### config.mk
export PLATFORM = sky130hd
export DESIGN_NAME = pmc_regs
export DESIGN_NICKNAME = d
export VERILOG_FILES = /design/src/hdl/pmc_regs.v
export VERILOG_INCLUDE_DIRS = /design/src /design/src/inc
export SDC_FILE = /design/constraint.sdc
export NUM_CORES = 1
export LEC_CHECK = 0
export BUFFER_PORTS_ARGS = -buffer_cell sky130_fd_sc_hd__clkbuf_2
export CAP_MARGIN = 5
export CORE_ASPECT_RATIO = 0.7
export CORE_MARGIN = 1.5
export CORE_UTILIZATION = 50
export CTS_CLUSTER_DIAMETER = 200
export DETAILED_ROUTE_END_ITERATION = 10
export PLACE_DENSITY = 0.92
export SLEW_MARGIN = 20
export SYNTH_ARGS = -nofsm -noshare
export SYNTH_HDL_FRONTEND = slang
export SYNTH_SLANG_ARGS = --single-unit
### constraint.sdc
create_clock -name aclk -period 3.75 [get_ports aclk]
set_clock_uncertainty 0.1 [all_clocks]
set_input_delay 0.75 -clock aclk [delete_from_list [all_inputs] [get_ports aclk]]
set_output_delay 0.75 -clock aclk [all_outputs]
set_load 0.05 [all_outputs]
### src/inc/pmc_regs_map.vh
`ifndef PMC_REGS_MAP_VH
`define PMC_REGS_MAP_VH

// printed register numbers are not all multiples of four: each is an index, byte address = 4 * index
`define PMC_IDX_PLATFORM      12'h1A1
`define PMC_IDX_LER_FROM      12'h1D7
`define PMC_IDX_MISC_ENABLE   12'h1A0
`define PMC_ADDR_W            14

// 64-bit registers are split into low and high words; high word sits at byte address + 0x2000 of a second index slot
`define PMC_HI_OFS            14'h2000

// bit positions within the 64-bit enable register and, for bit 18, the platform register
`define PMC_BIT_TPR_DIS       23
`define PMC_BIT_L1_SHARED     24
`define PMC_BIT_XD_DIS        34
`define PMC_BIT_PLAT_REQ      18

// reset values
`define PMC_RST_L1_SHARED     1'b0
`define PMC_RST_XD_DIS        1'b0

// responses
`define PMC_RESP_OKAY         2'b00
`define PMC_RESP_SLVERR       2'b10

`endif

### src/hdl/pmc_regs.v
// How it works
// bit 23 set blocks task priority reports
// bit 24 selects shared or adaptive mode
// adaptive mode shares L1 on equal bases
// mode only acts with multiple logical processors
// software leaves bit 24 without context capability
// bit 34 set disables and hides execute-disable
// bit 34 clear keeps execute-disable available
// software leaves bit 34 when feature absent
// writing 1 without capability raises fault
// platform register reports requirement in bit 18
// source register holds last branch before exception
// reserved bits read zero, ignore writes
// extended 64-bit mode keeps full address
`timescale 1ns/1ps
`include "pmc_regs_map.vh"

module pmc_regs #(
   parameter       TPR_DIS_RESET = 1'b0,
   parameter       HAS_SMT       = 1'b1,
   parameter       HAS_CTX_ID    = 1'b1,
   parameter       HAS_XD        = 1'b1,
   parameter       PLAT_REQ      = 1'b0
) (
   // clock and reset
   input  wire        aclk,
   input  wire        aresetn,
   // axi4-lite slave
   input  wire [13:0] s_axi_awaddr,
   input  wire        s_axi_awvalid,
   output wire        s_axi_awready,
   input  wire [31:0] s_axi_wdata,
   input  wire [3:0]  s_axi_wstrb,
   input  wire        s_axi_wvalid,
   output wire        s_axi_wready,
   output reg  [1:0]  s_axi_bresp,
   output reg         s_axi_bvalid,
   input  wire        s_axi_bready,
   input  wire [13:0] s_axi_araddr,
   input  wire        s_axi_arvalid,
   output wire        s_axi_arready,
   output reg  [31:0] s_axi_rdata,
   output reg  [1:0]  s_axi_rresp,
   output reg         s_axi_rvalid,
   input  wire        s_axi_rready,
   // core status inputs
   input  wire        branch_retire,
   input  wire [63:0] branch_addr,
   input  wire        exception_taken,
   input  wire        extended_64bit_mode,
   input  wire [63:0] page_table_base_lp0,
   input  wire [63:0] page_table_base_lp1,
   // control outputs
   output reg         task_priority_report_en,
   output reg         l1_share_en,
   output reg         execute_disable_protection_en,
   output reg         ext_id_xd_flag,
   output reg         general_protection_fault
);

   reg         tpr_dis_q;
   reg         l1_shared_q;
   reg         xd_dis_q;
   reg  [63:0] last_branch_q;
   reg  [63:0] ler_from_q;
   reg  [13:0] awaddr_q;
   reg         aw_full_q;
   reg  [31:0] wdata_q;
   reg  [3:0]  wstrb_q;
   reg         w_full_q;

   wire        do_write = aw_full_q && w_full_q && !s_axi_bvalid;
   wire [13:0] misc_lo  = {`PMC_IDX_MISC_ENABLE, 2'b00};
   wire [13:0] misc_hi  = misc_lo + `PMC_HI_OFS;
   wire [13:0] plat_lo  = {`PMC_IDX_PLATFORM, 2'b00};
   wire [13:0] plat_hi  = plat_lo + `PMC_HI_OFS;
   wire [13:0] ler_lo   = {`PMC_IDX_LER_FROM, 2'b00};
   wire [13:0] ler_hi   = ler_lo + `PMC_HI_OFS;

   assign s_axi_awready = !aw_full_q;
   assign s_axi_wready  = !w_full_q;
   assign s_axi_arready = !s_axi_rvalid;

   ////////////////////////////////////////////////////////////////
   // write path: address and data captured in either order
   always @(posedge aclk) begin
      if (!aresetn) begin
         aw_full_q <= 1'b0;
         w_full_q  <= 1'b0;
         awaddr_q  <= 14'h0000;
         wdata_q   <= 32'h00000000;
         wstrb_q   <= 4'h0;
      end else begin
         if (s_axi_awvalid && !aw_full_q) begin
            aw_full_q <= 1'b1;
            awaddr_q  <= s_axi_awaddr;
         end else if (do_write) begin
            aw_full_q <= 1'b0;
         end
         if (s_axi_wvalid && !w_full_q) begin
            w_full_q <= 1'b1;
            wdata_q  <= s_axi_wdata;
            wstrb_q  <= s_axi_wstrb;
         end else if (do_write) begin
            w_full_q <= 1'b0;
         end
      end
   end

   always @(posedge aclk) begin
      if (!aresetn) begin
         tpr_dis_q                <= TPR_DIS_RESET;
         l1_shared_q              <= `PMC_RST_L1_SHARED;
         xd_dis_q                 <= `PMC_RST_XD_DIS;
         s_axi_bvalid             <= 1'b0;
         s_axi_bresp              <= `PMC_RESP_OKAY;
         general_protection_fault <= 1'b0;
      end else begin
         general_protection_fault <= 1'b0;
         if (s_axi_bvalid && s_axi_bready)
            s_axi_bvalid <= 1'b0;
         if (do_write) begin
            s_axi_bvalid <= 1'b1;
            s_axi_bresp  <= `PMC_RESP_OKAY;
            if (awaddr_q[13:2] == misc_lo[13:2]) begin
               if (wstrb_q[2])
                  tpr_dis_q <= wdata_q[`PMC_BIT_TPR_DIS];
               // mode bit is only writable on multithreaded parts with context capability
               if (wstrb_q[3] && HAS_SMT && HAS_CTX_ID)
                  l1_shared_q <= wdata_q[`PMC_BIT_L1_SHARED];
            end else if (awaddr_q[13:2] == misc_hi[13:2]) begin
               if (wstrb_q[0]) begin
                  if (!HAS_XD && wdata_q[`PMC_BIT_XD_DIS - 32]) begin
                     general_protection_fault <= 1'b1;
                     s_axi_bresp              <= `PMC_RESP_SLVERR;
                  end else if (HAS_XD) begin
                     xd_dis_q <= wdata_q[`PMC_BIT_XD_DIS - 32];
                  end
               end
            end else if (awaddr_q[13:2] == plat_lo[13:2] || awaddr_q[13:2] == plat_hi[13:2] ||
                         awaddr_q[13:2] == ler_lo[13:2] || awaddr_q[13:2] == ler_hi[13:2]) begin
               s_axi_bresp <= `PMC_RESP_OKAY;
            end else begin
               s_axi_bresp <= `PMC_RESP_SLVERR;
            end
         end
      end
   end

   ////////////////////////////////////////////////////////////////
   // last exception record: latch tracked branch when exception occurs
   always @(posedge aclk) begin
      if (!aresetn) begin
         last_branch_q <= 64'h0000000000000000;
         ler_from_q    <= 64'h0000000000000000;
      end else begin
         if (branch_retire)
            last_branch_q <= extended_64bit_mode ? branch_addr :
                             {32'h00000000, branch_addr[31:0]};
         // a branch in the same cycle as the exception is after it, so not recorded
         if (exception_taken)
            ler_from_q <= last_branch_q;
      end
   end

   ////////////////////////////////////////////////////////////////
   // control outputs
   always @(posedge aclk) begin
      if (!aresetn) begin
         task_priority_report_en       <= 1'b0;
         l1_share_en                   <= 1'b0;
         execute_disable_protection_en <= 1'b0;
         ext_id_xd_flag                <= 1'b0;
      end else begin
         task_priority_report_en       <= !tpr_dis_q;
         l1_share_en                   <= HAS_SMT && (l1_shared_q ||
                                          page_table_base_lp0 == page_table_base_lp1);
         execute_disable_protection_en <= HAS_XD && !xd_dis_q;
         ext_id_xd_flag                <= HAS_XD && !xd_dis_q;
      end
   end

   ////////////////////////////////////////////////////////////////
   // read path, one cycle after address accepted
   always @(posedge aclk) begin
      if (!aresetn) begin
         s_axi_rvalid <= 1'b0;
         s_axi_rdata  <= 32'h00000000;
         s_axi_rresp  <= `PMC_RESP_OKAY;
      end else if (s_axi_rvalid) begin
         if (s_axi_rready)
            s_axi_rvalid <= 1'b0;
      end else if (s_axi_arvalid) begin
         s_axi_rvalid <= 1'b1;
         s_axi_rresp  <= `PMC_RESP_OKAY;
         s_axi_rdata  <= 32'h00000000;
         if (s_axi_araddr[13:2] == misc_lo[13:2]) begin
            s_axi_rdata[`PMC_BIT_TPR_DIS]   <= tpr_dis_q;
            s_axi_rdata[`PMC_BIT_L1_SHARED] <= l1_shared_q;
         end else if (s_axi_araddr[13:2] == misc_hi[13:2]) begin
            s_axi_rdata[`PMC_BIT_XD_DIS - 32] <= xd_dis_q;
         end else if (s_axi_araddr[13:2] == plat_lo[13:2]) begin
            s_axi_rdata[`PMC_BIT_PLAT_REQ] <= PLAT_REQ;
         end else if (s_axi_araddr[13:2] == plat_hi[13:2]) begin
            s_axi_rdata <= 32'h00000000;
         end else if (s_axi_araddr[13:2] == ler_lo[13:2]) begin
            s_axi_rdata <= ler_from_q[31:0];
         end else if (s_axi_araddr[13:2] == ler_hi[13:2]) begin
            s_axi_rdata <= ler_from_q[63:32];
         end else begin
            s_axi_rresp <= `PMC_RESP_SLVERR;
         end
      end
   end

endmodule // pmc_regs

Word-level counts from Yosys, hierarchy flattened
Index checks and enable logic that the tools add are counted.

word-level totals
  bits in registers = 217
  bits of input ports = 266
  output and inout port bits = 46
  logic and storage cells = 85

cells by class
  eq/ne operators = 13
  mux-type cells = 30
  bitwise gates (word level) = 2
  reduce and logical (&&, ||, !) cells = 22

operator list
  cell                    count
  $mux W32                3
  $eq A12 B12 Y1 const B  6
  $eq A12 B9 Y1 const B   6
  $eq A64 B64 Y1          1
  $mux W64                1
  $mux W29                1
  $mux W23                1
  $mux W2                 11
  $mux W18                1
  $mux W13                1
  $mux W1                 10
  $mux W7                 1
  $logic_not A1 Y1        6
  $reduce_and A3 Y1       2
  $reduce_bool A2 Y1      3
  $logic_and A1 B1 Y1     5
  $logic_or A1 B1 Y1      4
  $reduce_and A4 Y1       1
  $not A1 Y1              2
  $reduce_and A2 Y1       1

Logic depth before layout (Yosys ltp)
Gate-level depths: netlist of the first run.

  depth in word-level cells = 7
  depth in mapped cells = 7

Worst setup path after synthesis of the first run
No wires, ideal clock.

  kind = input port to flip-flop
  start point = in s_axi_araddr[13]
  end point = reg s_axi_rdata[10]
  arrival time = 1.922 ns
  data required time = 3.532 ns
  slack = 1.610 ns
  stages = 5
  path buffers = 2
  cell sequence = clkbuf_1 clkbuf_1 mux2_2 a22oi_1 nor2b_1

on the way
  longest elaborated chain between the ends = 7

RTL lines
  what                           RTL line        RTL
  start, declared                pmc_regs.v:39   input wire [13:0] s_axi_araddr,
  $eq A12 B12 Y1                 pmc_regs.v:208  end else if (s_axi_araddr[13:2] == ler_hi[13:2]) begin
  $mux W32                       pmc_regs.v:208
  $mux W32                       pmc_regs.v:206  end else if (s_axi_araddr[13:2] == ler_lo[13:2]) begin
  $mux W32                       pmc_regs.v:204  end else if (s_axi_araddr[13:2] == plat_hi[13:2]) begin
  $mux W18                       pmc_regs.v:202  end else if (s_axi_araddr[13:2] == plat_lo[13:2]) begin
  $mux W29                       pmc_regs.v:200  end else if (s_axi_araddr[13:2] == misc_hi[13:2]) begin
  $mux W23 (*)                   pmc_regs.v:197  if (s_axi_araddr[13:2] == misc_lo[13:2]) begin
  end signal, assigned by index  pmc_regs.v:198  s_axi_rdata[`PMC_BIT_TPR_DIS] <= tpr_dis_q;
  end signal, assigned by index  pmc_regs.v:199  s_axi_rdata[`PMC_BIT_L1_SHARED] <= l1_shared_q;
  end signal, assigned by index  pmc_regs.v:201  s_axi_rdata[`PMC_BIT_XD_DIS - 32] <= xd_dis_q;
  end, declared                  pmc_regs.v:42   output reg [31:0] s_axi_rdata,

Mark *: on every way between the ends. The rest lies on a longest branch, timed or not.
A chain may end at the register's enable or synchronous reset.

Final worst setup path of the first run
  start point = in s_axi_arvalid
  end point = reg s_axi_rdata[19]

on the way
  longest elaborated chain between the ends = 1

RTL lines
  what                         RTL line       RTL
  start, declared              pmc_regs.v:40  input wire s_axi_arvalid,
  $reduce_and A2 Y1 (no line)  n/a

No other way between the ends.

==> impl_results.rst, run 1 <==
.. list-table::
   :header-rows: 1

   * - Metric
     - Value
   * - Kind of path behind the tightest hold check
     - flop to flop
   * - Max-cap viol count
     - 0
   * - Wire length of the first global-routing pass
     - 35600 um
   * - Final worst-path cycle share
     - 62.96%
   * - Worst Hold Margin
     - around 0.35 ns
   * - Placement Rows
     - 39
   * - CTS H-Tree Depth
     - 4
   * - Average detailed-routed wire length per instance
     - 17.88 um
   * - Critical path required time
     - 4.01 ns
   * - Placeable core area
     - 0.01635 mm^2
   * - Antenna Violating Nets Remaining
     - 0
   * - Total detailed-routing wirelength
     - around 23000 um
   * - Result of the run
     - finished, final reports clean
   * - Height of the die
     - 111.2 um
   * - Critical setup path kind
     - primary input to flop
   * - Buffers from clock root to sink, at most
     - 2
   * - Number of clock buffers inserted by TritonCTS
     - 17
   * - Count of filler cells inserted in the layout
     - 1339
   * - Summed instance area of the synthesized netlist
     - about 0.0084 mm^2
   * - Total power
     - 0.004426 W
   * - Maximum achievable frequency
     - between 400 and 500 MHz
   * - Largest net degree at the start of global routing
     - 99
   * - Clock latency reported for the late side of the worst-skew pair
     - 0.43 ns
   * - Count of instances resized after the clock tree is built
     - 0
   * - Buffer cell driving the clock tree root
     - clkbuf_16
   * - Share of layout cells above drive strength 1
     - approximately a third
   * - Unrepaired setup endpoints after global routing
     - no
   * - Count of unique library cells instantiated by Yosys
     - 38
   * - Initial detailed-routing violation count
     - around 380
   * - Maximum vdd ir drop
     - 317.2 uV
   * - Area growth, synth to finish
     - 24.46%
   * - Count of buffers from port buffering
     - 274
   * - Global Route Usage Sum
     - 27.03%
   * - Crit path launch type
     - primary input
   * - Category of the worst setup path capture point
     - flop
   * - Share of synthesized area occupied by flip-flops and latches
     - 45.52%
   * - Max transition margin
     - a little over a quarter
   * - Commonest register cell after synthesis
     - dfxtp_1
   * - Final critical path time including I/O delays and setup
     - 2.361 ns
   * - Final worst setup slack
     - 1.389 ns
   * - Clock tree from TritonCTS
     - built
   * - Final Hold Violating Endpoints
     - 0
   * - Final setup violation count
     - 0
   * - 1st-pass router iterations
     - 4
   * - Layout Nets
     - 1333
   * - Number of cells produced by synthesis
     - 824
   * - Yosys warning count
     - 0
   * - Boundary pin count
     - 312
   * - Detail Placement HPWL
     - 17050 um
   * - Leakage power total
     - about 4.6 nW
   * - Total power per unit cell area
     - 425.5 mW/mm^2
   * - Initial antenna violation count
     - 1
   * - Transition at the pin with the smallest max-transition slack
     - 1.107 ns
   * - Core utilization of the finished layout
     - a little under two thirds
   * - Pre-CTS worst setup slack
     - 0.9808 ns
   * - Number of hold buffers added after cts
     - 0
   * - Last weighted congestion value of the routability-driven placer
     - 0.9210
   * - Die boundary width
     - 157.5 um
   * - Clock sink total
     - 190
   * - Mean number of vias per cell
     - 5.096
   * - Overall overflow remaining after global route
     - 0
   * - Count of flip-flops with a built-in enable after synthesis
     - 0
   * - Data arrival time of the critical path
     - 2.62 ns
   * - DIE AREA
     - 0.01751 mm^2
   * - Flip-flop and latch count after synthesis
     - 190
   * - CP Max Fanout
     - 34
   * - Starting utilization of the core area
     - around half
   * - Setup Total Neg Slack
     - 0 ns
   * - Synthesized area per cell
     - 10.14 um^2
   * - Post-CTS Setup Repair Bufs
     - 0
   * - Antenna diodes
     - 0
   * - DRC
     - 0
   * - Number of vias in the routed layout
     - 6650
   * - Number of global-route vias before repair
     - 6712
   * - Max Transition Viols Final
     - 0
   * - Async set or reset register ratio after synthesis
     - 0%
   * - Worst-path clk slew
     - 0.07 ns
==> registers in the layout (all words and copies together), names as in the netlist <==
register,count
last_branch_q,64
ler_from_q,64
s_axi_rdata,32
awaddr_q,12
wdata_q,3
wstrb_q,3
aw_full_q,1
ext_id_xd_flag,1
l1_share_en,1
l1_shared_q,1
s_axi_bresp,1
s_axi_bvalid,1
s_axi_rresp,1
s_axi_rvalid,1
task_priority_report_en,1
tpr_dis_q,1
w_full_q,1
xd_dis_q,1
==> layout make-up <==
type	instances	area [um^2]	area share, %
Clock buffer	18	439.2	4.222
Timing Repair Buffer	279	1439	13.83
Multi-Input combinational cell	574	4270	41.06
Tap cell	225	281.5	2.707
Sequential cell	190	3804	36.57
Clock inverter	14	148.9	1.431
Inverter	5	18.77	0.1804
==> layout by cell type, fill, tap and decap left out, types with 3 or more instances in the layout <==
cell type  Yosys  routed
nand4_1        5       5
buf_4          4       5
a22oi_1       31      31
clkbuf_16      0      17
a21oi_1       34      34
nor4_1        18      18
mux2i_1      105     105
inv_8          0       3
conb_1         1       3
nand2b_1       4       4
a21boi_1       3       3
xor2_1        64      64
clkbuf_2       0     271
nor2b_1      202     202
dfxtp_1      190     190
inv_1          5       5
nor2_1         5       5
a21boi_0      13      13
inv_6          0       5
nand2_1       33      33
mux2_2        31      31
==> synth_stat cells, types with 4 or more instances <==
| master | count | area share (%) |
|---|---|---|
| mux2_2 | 31 | 4.2 |
| inv_1 | 5 | 0.22 |
| dfxtp_1 | 190 | 46 |
| nand4_1 | 5 | 0.37 |
| xor2_1 | 64 | 6.7 |
| nand2b_1 | 4 | 0.30 |
| mux2i_1 | 105 | 13 |
| a22oi_1 | 31 | 2.8 |
| nand2_1 | 33 | 1.5 |
| buf_4 | 4 | 0.36 |
| nor4_1 | 18 | 1.3 |
| nor2_1 | 5 | 0.22 |
| buf_6 | 4 | 0.54 |
| a21boi_0 | 13 | 1.2 |
| clkbuf_1 | 38 | 1.7 |
| buf_2 | 10 | 0.60 |
| a21oi_1 | 34 | 2.0 |
| nor2b_1 | 202 | 15 |
==> per-stage QoR <==
step                instances  instance area (um^2)
floorplan                 826                  8364
global placement         1272                  9793
detailed placement       1272                  9793
CTS                      1304                 10380
global route             1305                 10400
finish                   1305                 10400
==> worst max-delay path, cell delays in order <==
cell and delay (ns):
clkbuf_2 0.12, nand2b_4 0.29, or4_4 0.65, nor2_4 0.09, buf_4 0.40, a22oi_1 0.16, nor2b_1 0.14
==> power breakdown <==
part | internal (W) | switching (W)
Sequential | 0.00209 | 0.0000391
Combinational | 0.000247 | 0.000265
Clock | 0.000961 | 0.000827
==> layer usage <==
metal  global-route usage, %  wire, um  part of all wire [%]  vias to the layer above
met1                   32.47      9993                    43                     3104
met3                   6.568      1295                   5.5                       54
met5                       0        11                 0.047                        -
li1                        -         -                     -                     3264
met4                   12.83       986                   4.2                        2
met2                   45.20     11050                    47                      226
==> cell families after synthesis <==
family | synth area share [%]
AOI/OAI and AO/OA | 6.827
buffers and inverters | 3.474
muxes | 16.75
DFF | 45.52
other | 0.04487
xor gates and xnor gates | 6.708
and+or+nand+nor | 20.68
==> path summary, 6_finish.rpt <==
path | endpoint | startpoint | slack [ns] | cells past startpoint
worst max-delay path | s_axi_rdata[19]$_SDFFE_PN0P_ | s_axi_arvalid | 1.39 | 7
worst max register to register | s_axi_rdata[19]$_SDFFE_PN0P_ | s_axi_rvalid$_SDFF_PN0_ | 1.40 | 6
worst min-delay path | s_axi_rdata[2]$_SDFFE_PN0P_ | s_axi_rdata[2]$_SDFFE_PN0P_ | 0.35 | 2
worst min register to register | s_axi_rdata[2]$_SDFFE_PN0P_ | s_axi_rdata[2]$_SDFFE_PN0P_ | 0.35 | 2
Power figures use the tool's default switching activity.
==> run 2, diff against run 1 <==
clock period = 2.2 ns   (was 3.75 ns; I/O delays follow)
==> run 2 against run 1 <==
Effect of this change: combinational power rose by 72%; worst setup slack worse by 1.0 ns; critical endpoint is now l1_shared_q$_SDFFE_PN0P_; via count fell by 1.8%; register-to-register slack lost 1.0 ns; die area unchanged; largest power group unchanged; non-clock buffer count increased by 6; design area increased by 0.77%.
==> impl_results.rst, run 2 (synthesized netlist as in run 1, its figures left out) <==
.. list-table::
   :header-rows: 1

   * - Metric
     - Value
   * - Worst path max stage delay
     - 0.57 ns (-0.08 ns)
   * - Slowest cell on the critical path
     - or4b_1
   * - Last weighted congestion value of the routability-driven placer
     - 0.9335 (+1.4%)
   * - Leading cell types in the layout, fill and taps excluded
     - 271 x clkbuf_2, 202 x nor2b_1, 190 x dfxtp_1
   * - Cell chain of the critical path
     - or4b_1, nor4_2, nand4b_1, mux2i_1, nor2b_1
   * - Clock tree from TritonCTS
     - built
   * - Initial detailed-routing violation count
     - 365 (-2.9%)
   * - Category of the worst setup path capture point
     - flop
   * - Critical setup path kind
     - flop to flop
   * - CP delay by family, top
     - simple AND/OR/NAND/NOR gates
   * - Max-cap viol count
     - 0 (unchanged)
   * - Initial antenna violation count
     - 0 (-1)
   * - Unrepaired setup endpoints after global routing
     - no
   * - Worst-path clk slew
     - 0.07 ns (about the same)
   * - Data arrival time of the critical path
     - 2.06 ns (-0.56 ns)
   * - 1st-pass router iterations
     - 4 (unchanged)
   * - Most common cell after layout, fill and taps aside
     - clkbuf_2
   * - Largest registers in the final layout
     - last_branch_q x64, ler_from_q x64, s_axi_rdata x32
   * - Boundary pin count
     - 312 (unchanged)
   * - Number of global-route vias before repair
     - 6587 (-1.9%)
   * - Setup Total Neg Slack
     - 0 ns (unchanged)
   * - Final Hold Violating Endpoints
     - 0 (unchanged)
   * - DRC
     - 0 (unchanged)
   * - Buffer cell driving the clock tree root
     - clkbuf_16
   * - Number of clock buffers inserted by TritonCTS
     - 17 (unchanged)
   * - Critical path required time
     - 2.41 ns (-1.60 ns)
   * - Mean number of vias per cell
     - 4.979 (-2.3%)
   * - Crit path launch type
     - flop
   * - Number of vias in the routed layout
     - 6532 (-1.8%)
   * - Buffers from clock root to sink, at most
     - 2 (unchanged)
   * - Share of layout cells above drive strength 1
     - 32.41% (+0.28 points)
   * - Die boundary width
     - 157.5 um (unchanged)
   * - Max transition margin
     - 54.59% (+28 points)
   * - Final setup violation count
     - 0 (unchanged)
   * - Count of buffers from port buffering
     - 274 (unchanged)
   * - DIE AREA
     - 0.01751 mm^2 (unchanged)
   * - Antenna Violating Nets Remaining
     - 0 (unchanged)
   * - Detail Placement HPWL
     - 17010 um (-0.20%)
   * - Result of the run
     - finished, final reports clean
   * - Maximum achievable frequency
     - 540.8 MHz
   * - Overall overflow remaining after global route
     - 0 (unchanged)
   * - Count of instances resized after the clock tree is built
     - 0 (unchanged)
   * - Clock latency reported for the late side of the worst-skew pair
     - 0.42 ns (about the same)
   * - Final worst-path cycle share
     - 84.05%
   * - Wire length of the first global-routing pass
     - 34910 um (-2.0%)
   * - Height of the die
     - 111.2 um (unchanged)
   * - CP Launch Point
     - awaddr_q[8]$_SDFFE_PN0P_
   * - Average detailed-routed wire length per instance
     - 17.38 um (-2.8%)
   * - Kind of path behind the tightest hold check
     - primary input to flop
   * - Maximum vdd ir drop
     - 360.4 uV (+14%)
   * - Final critical path time including I/O delays and setup
     - 1.849 ns
   * - Buf/Inv on CP
     - 0 (-2)
   * - CP Max Fanout
     - 3 (-91%)
   * - Total power per unit cell area
     - 709.6 mW/mm^2 (+67%)
   * - Leakage power total
     - 4.670 nW (+0.85%)
   * - # placed instances
     - 1279 (+0.55%)
   * - Max Transition Viols Final
     - 0 (unchanged)
   * - Non-filler cells in the finished layout
     - 1312 (+0.54%)
   * - Number of hold buffers added after cts
     - 0 (unchanged)
   * - HP Start
     - s_axi_awaddr[9]
   * - CTS H-Tree Depth
     - 4 (unchanged)
   * - Global Route Usage Sum
     - 26.46% (-0.57 points)
   * - Post-CTS Setup Repair Bufs
     - 0 (unchanged)
   * - Largest net degree at the start of global routing
     - 78 (-21%)
   * - Clock sink total
     - 190 (unchanged)
   * - Startpoint of the lowest-slack register-to-register path
     - awaddr_q[8]$_SDFFE_PN0P_
   * - Placement Rows
     - 39 (unchanged)
   * - Layout Nets
     - 1339 (+0.45%)
   * - Count of filler cells inserted in the layout
     - 1331 (-0.60%)
   * - Total detailed-routing wirelength
     - 22810 um (-2.3%)
   * - Placeable core area
     - 0.01635 mm^2 (unchanged)
   * - Combined flip-flop and latch cell area
     - 0.003804 mm^2 (unchanged)
   * - Transition at the pin with the smallest max-transition slack
     - 0.6750 ns (-0.4321 ns)
   * - Area of the multi-input gates
     - 0.004270 mm^2 (unchanged)
   * - Area growth, synth to finish
     - 25.42%
   * - Starting utilization of the core area
     - 51.12% (unchanged)
## run 2: cell types whose count changed in the layout (fill, tap and decap cells not counted), moves of 2 or more
cell / change
buf_12: +4
clkbuf_8: +2
buf_4: +2
clkinv_4: +3
inv_6: -3
## run 2: worst register-to-register path, cell delays in order, from the launching register on
cell and delay [ns]:
dfxtp_1 0.33, or4b_1 0.57, nor4_2 0.31, nand4b_1 0.19, mux2i_1 0.20, nor2b_1 0.05
## run 2: cell type report
class                           instances  share of cell area (%)
Antenna cell                            1                 0.02387
Clock buffer                           21                   4.488
Clock inverter                         11                  0.9550
Inverter                                5                  0.1791
Multi-Input combinational cell        574                   40.74
Sequential cell                       190                   36.29
Tap cell                              225                   2.686
Timing Repair Buffer                  285                   14.64
## run 2: metal layers
| metal | track usage, % | up-vias | part of all wire, % |
|---|---|---|---|
| met1 | 30.99 | 2983 | 42 |
| met3 | 7.467 | 51 | 6.4 |
| met4 | 11.95 | 0 | 3.9 |
| met2 | 44.70 | 226 | 48 |
| li1 | - | 3272 | - |
| met5 | 0 | - | 0 |
## run 2: final timing paths
path | to | slack (ns) | cells after the start
max | l1_shared_q$_SDFFE_PN0P_ | 0.35 | 5
min | awaddr_q[9]$_SDFFE_PN0P_ | 0.14 | 3
max reg2reg | l1_shared_q$_SDFFE_PN0P_ | 0.35 | 5
min reg2reg | task_priority_report_en$_SDFF_PN0_ | 0.35 | 1
## run 2: metrics by stage
stage	util [%]	area [um^2]	hold WS, ns	total power [W]	setup slack, ns
4_1_cts	64.10	10480	0.1259	0.007502	0.3602
6_report	64.12	10480	0.1393	0.007438	0.3508
3_5_place_dp	60.61	9908	0.3473	0.004585	0.2452
2_1_floorplan	-	8364	0.3136	0.004208	0.2262
3_3_place_gp	60.61	9908	0.3380	0.004560	0.3106
5_1_grt	64.10	10480	0.1368	0.007739	0.2564
## run 2: report_power, final
| part | switching [W] | total [W] | leakage, nW | internal (W) |
|---|---|---|---|---|
| Combinational | 0.000449 | 0.000883 | 2.84 | 0.000434 |
| Clock | 0.00136 | 0.00293 | 0.281 | 0.00157 |
| Sequential | 0.0000649 | 0.00362 | 1.55 | 0.00356 |
==> run 3, diff against run 2 <==
CORE_UTILIZATION = 45   (was 50)
PLACE_DENSITY = 0.88   (was 0.92)
clock period = 1.7 ns   (was 2.2 ns; I/O delays follow)
==> run 3 against run 2 <==
Effect of this change: final cell count rose by 2.7%; count of clock-buffer cells in the layout did not move; utilization decreased by 4.0 points; power rose by 30%; largest cell class unchanged; sequential power is 30% higher; die area grew 11%; register-to-register slack lost 0.46 ns; the flow now finishes with violations (setup timing); global-route usage decreased by 3.4 points; critical endpoint is now s_axi_rdata[29]$_SDFFE_PN0P_; clock power grew 30%.
==> impl_results.rst, run 3 (synthesized netlist as in run 1, its figures left out) <==
.. list-table::
   :header-rows: 1

   * - Metric
     - Value
   * - Category of the worst setup path capture point
     - flop
   * - Count of buffers from port buffering
     - 274 (unchanged)
   * - Max Transition Viols Final
     - 0 (unchanged)
   * - Area of the multi-input gates
     - 0.004358 mm^2 (+2.1%)
   * - Detail Placement HPWL
     - 17280 um (+1.5%)
   * - Starting utilization of the core area
     - 46.15% (-5.0 points)
   * - Largest registers in the final layout
     - last_branch_q x64, ler_from_q x64, s_axi_rdata x32
   * - Clock latency reported for the late side of the worst-skew pair
     - 0.42 ns (about the same)
   * - Buffer cell driving the clock tree root
     - clkbuf_16
   * - Data arrival time of the critical path
     - 2.07 ns (about the same)
   * - Final Hold Violating Endpoints
     - 0 (unchanged)
   * - Max-cap viol count
     - 0 (unchanged)
   * - Max transition margin
     - 64.37% (+9.8 points)
   * - Final worst setup slack
     - -0.1138 ns (-0.4647 ns)
   * - Mean number of vias per cell
     - 4.959 (-0.39%)
   * - CP Launch Point
     - s_axi_rvalid$_SDFF_PN0_
   * - 1st-pass router iterations
     - 4 (unchanged)
   * - Placement Rows
     - 41 (+5.1%)
   * - Worst Hold Margin
     - 0.03860 ns (-0.1007 ns)
   * - Total power
     - 0.009683 W (+30%)
   * - Flop2flop setup slack
     - -0.11 ns (-0.46 ns)
   * - Layout Nets
     - 1360 (+1.6%)
   * - Share of layout cells above drive strength 1
     - 35.08% (+2.7 points)
   * - Die boundary width
     - 165.9 um (+5.3%)
   * - Worst Reg-to-Reg Cells
     - 7 (+2)
   * - Height of the die
     - 117.0 um (+5.3%)
   * - CTS H-Tree Depth
     - 4 (unchanged)
   * - End of the worst register-to-register path
     - s_axi_rdata[29]$_SDFFE_PN0P_
   * - Kind of path behind the tightest hold check
     - primary input to flop
   * - DRC
     - 0 (unchanged)
   * - Result of the run
     - finished with violations
   * - Largest net degree at the start of global routing
     - 78 (unchanged)
   * - Startpoint of the lowest-slack register-to-register path
     - s_axi_rvalid$_SDFF_PN0_
   * - Core utilization of the finished layout
     - 60.13% (-4.0 points)
   * - Initial detailed-routing violation count
     - 408 (+12%)
   * - Leading cell types in the layout, fill and taps excluded
     - 271 x clkbuf_2, 202 x nor2b_1, 189 x dfxtp_1
   * - Unrepaired setup endpoints after global routing
     - yes
   * - Boundary pin count
     - 312 (unchanged)
   * - Total detailed-routing wirelength
     - 23420 um (+2.7%)
   * - Maximum vdd ir drop
     - 788.0 uV (+120%)
   * - Last weighted congestion value of the routability-driven placer
     - 0.8914 (-4.5%)
   * - Clock sink total
     - 190 (unchanged)
   * - Number of global-route vias before repair
     - 6461 (-1.9%)
   * - Critical path capture point
     - s_axi_rdata[29]$_SDFFE_PN0P_
   * - Area growth, synth to finish
     - 30.29%
   * - Number of clock buffers inserted by TritonCTS
     - 17 (unchanged)
   * - Maximum achievable frequency
     - 551.3 MHz (+1.9%)
   * - Average detailed-routed wire length per instance
     - 17.37 um (about the same)
   * - Initial antenna violation count
     - 5 (+5)
   * - Worst-path clk slew
     - 0.07 ns (about the same)
   * - Global Route Usage Sum
     - 23.10% (-3.4 points)
   * - Critical setup path kind
     - flop to flop
   * - Leakage power total
     - 4.822 nW (+3.2%)
   * - Buffers from clock root to sink, at most
     - 2 (unchanged)
   * - Clock tree from TritonCTS
     - built
   * - CP Max Fanout
     - 9 (+6)
   * - Transition at the pin with the smallest max-transition slack
     - 0.5345 ns (-0.1405 ns)
   * - Wire length of the first global-routing pass
     - 34210 um (-2.0%)
   * - Total power per unit cell area
     - 889.3 mW/mm^2 (+25%)
   * - Crit path launch type
     - flop
   * - Final setup violation count
     - 34 (+34)
   * - Count of filler cells inserted in the layout
     - 1572 (+18%)
   * - Setup Total Neg Slack
     - -2.575 ns (-2.575 ns)
   * - Number of vias in the routed layout
     - 6685 (+2.3%)
   * - DIE AREA
     - 0.01941 mm^2 (+11%)
   * - Combined flip-flop and latch cell area
     - 0.003807 mm^2 (about the same)
   * - Most common cell after layout, fill and taps aside
     - clkbuf_2
   * - Final worst-path cycle share
     - 106.7% (+23 points)
   * - Overall overflow remaining after global route
     - 0 (unchanged)
   * - Critical path required time
     - 1.96 ns (-0.45 ns)
   * - Antenna Violating Nets Remaining
     - 0 (unchanged)
   * - Violations in the final reports
     - setup timing
   * - Placeable core area
     - 0.01811 mm^2 (+11%)
   * - Final critical path time including I/O delays and setup
     - 1.814 ns (-0.03533 ns)
==> run 3: cell count changes in the layout (fill, tap and decap cells not counted), moves of 2 or more <==
cell       change
diode_2        +5
clkbuf_16      +3
buf_4         +11
a22oi_1       -15
a22oi_2       +15
buf_12         +7
clkinv_2       -2
==> run 3: layer usage <==
metal  vias up  track usage, %  wire length (um)
li1       3319               -                 -
met1      3110           27.75             10150
met2       218           39.64             11470
met3        34           6.187              1109
met4         4           9.970               661
met5         -               0                26
==> run 3: how the worst min path moves through the flow <==
stage | start | end | depth (start not counted)
2_1_floorplan | xd_dis_q$_SDFFE_PN0P_ | ext_id_xd_flag$_SDFF_PN0_ | 1
3_3_place_gp | tpr_dis_q$_SDFFE_PN0P_ | task_priority_report_en$_SDFF_PN0_ | 1
3_5_place_dp | tpr_dis_q$_SDFFE_PN0P_ | task_priority_report_en$_SDFF_PN0_ | 1
4_1_cts | s_axi_awaddr[9] | awaddr_q[9]$_SDFFE_PN0P_ | 3
5_1_grt | s_axi_awaddr[8] | awaddr_q[8]$_SDFFE_PN0P_ | 3
6_report | s_axi_awaddr[5] | awaddr_q[5]$_SDFFE_PN0P_ | 3
==> run 3: through the flow <==
stage          cells  instance area [um^2]  setup WS [ns]
6_report        1348                 10890        -0.1138
5_1_grt         1344                 10880        -0.1633
4_1_cts         1337                 10740       -0.09006
3_5_place_dp    1306                 10160        -0.1399
3_3_place_gp    1306                 10160       -0.08201
2_1_floorplan    826                  8408        -0.1128
==> run 3: final cells by class <==
cell class | count | share of cell area (%)
multi-input cells | 574 | 40.03
flip-flops and latches | 190 | 34.97
repair buffers | 306 | 16.82
clock buffers | 21 | 4.229
well taps | 236 | 2.712
clock inverters | 10 | 0.9308
inverters | 5 | 0.1724
diodes | 6 | 0.1379
==> run 3: critical path, stage by stage, from the launching register on <==
cell and delay [ns]:
dfxtp_4 0.34, nand2b_4 0.15, or4_4 0.53, nor2_4 0.12, buf_12 0.15, clkbuf_16 0.17
a22oi_1 0.07, nor2b_1 0.12
==> run 3: timing repair <==
item / 4_1_cts / 5_1_grt
hold buffers: 0 / 0
cloned: 0 / 3
gates resized for setup: 2 / 7
setup endpoints to repair: 30 / 34
setup buffers: 0 / 2
==> run 3: power by group <==
group / switching, W / total (W) / internal (W) / leakage [nW]
Combinational: 0.000600 / 0.00120 / 0.000599 / 3.00
Clock: 0.00180 / 0.00380 / 0.00200 / 0.272
Sequential: 0.0000842 / 0.00469 / 0.00460 / 1.55
Total: 0.00248 / 0.00968 / 0.00720 / 4.82
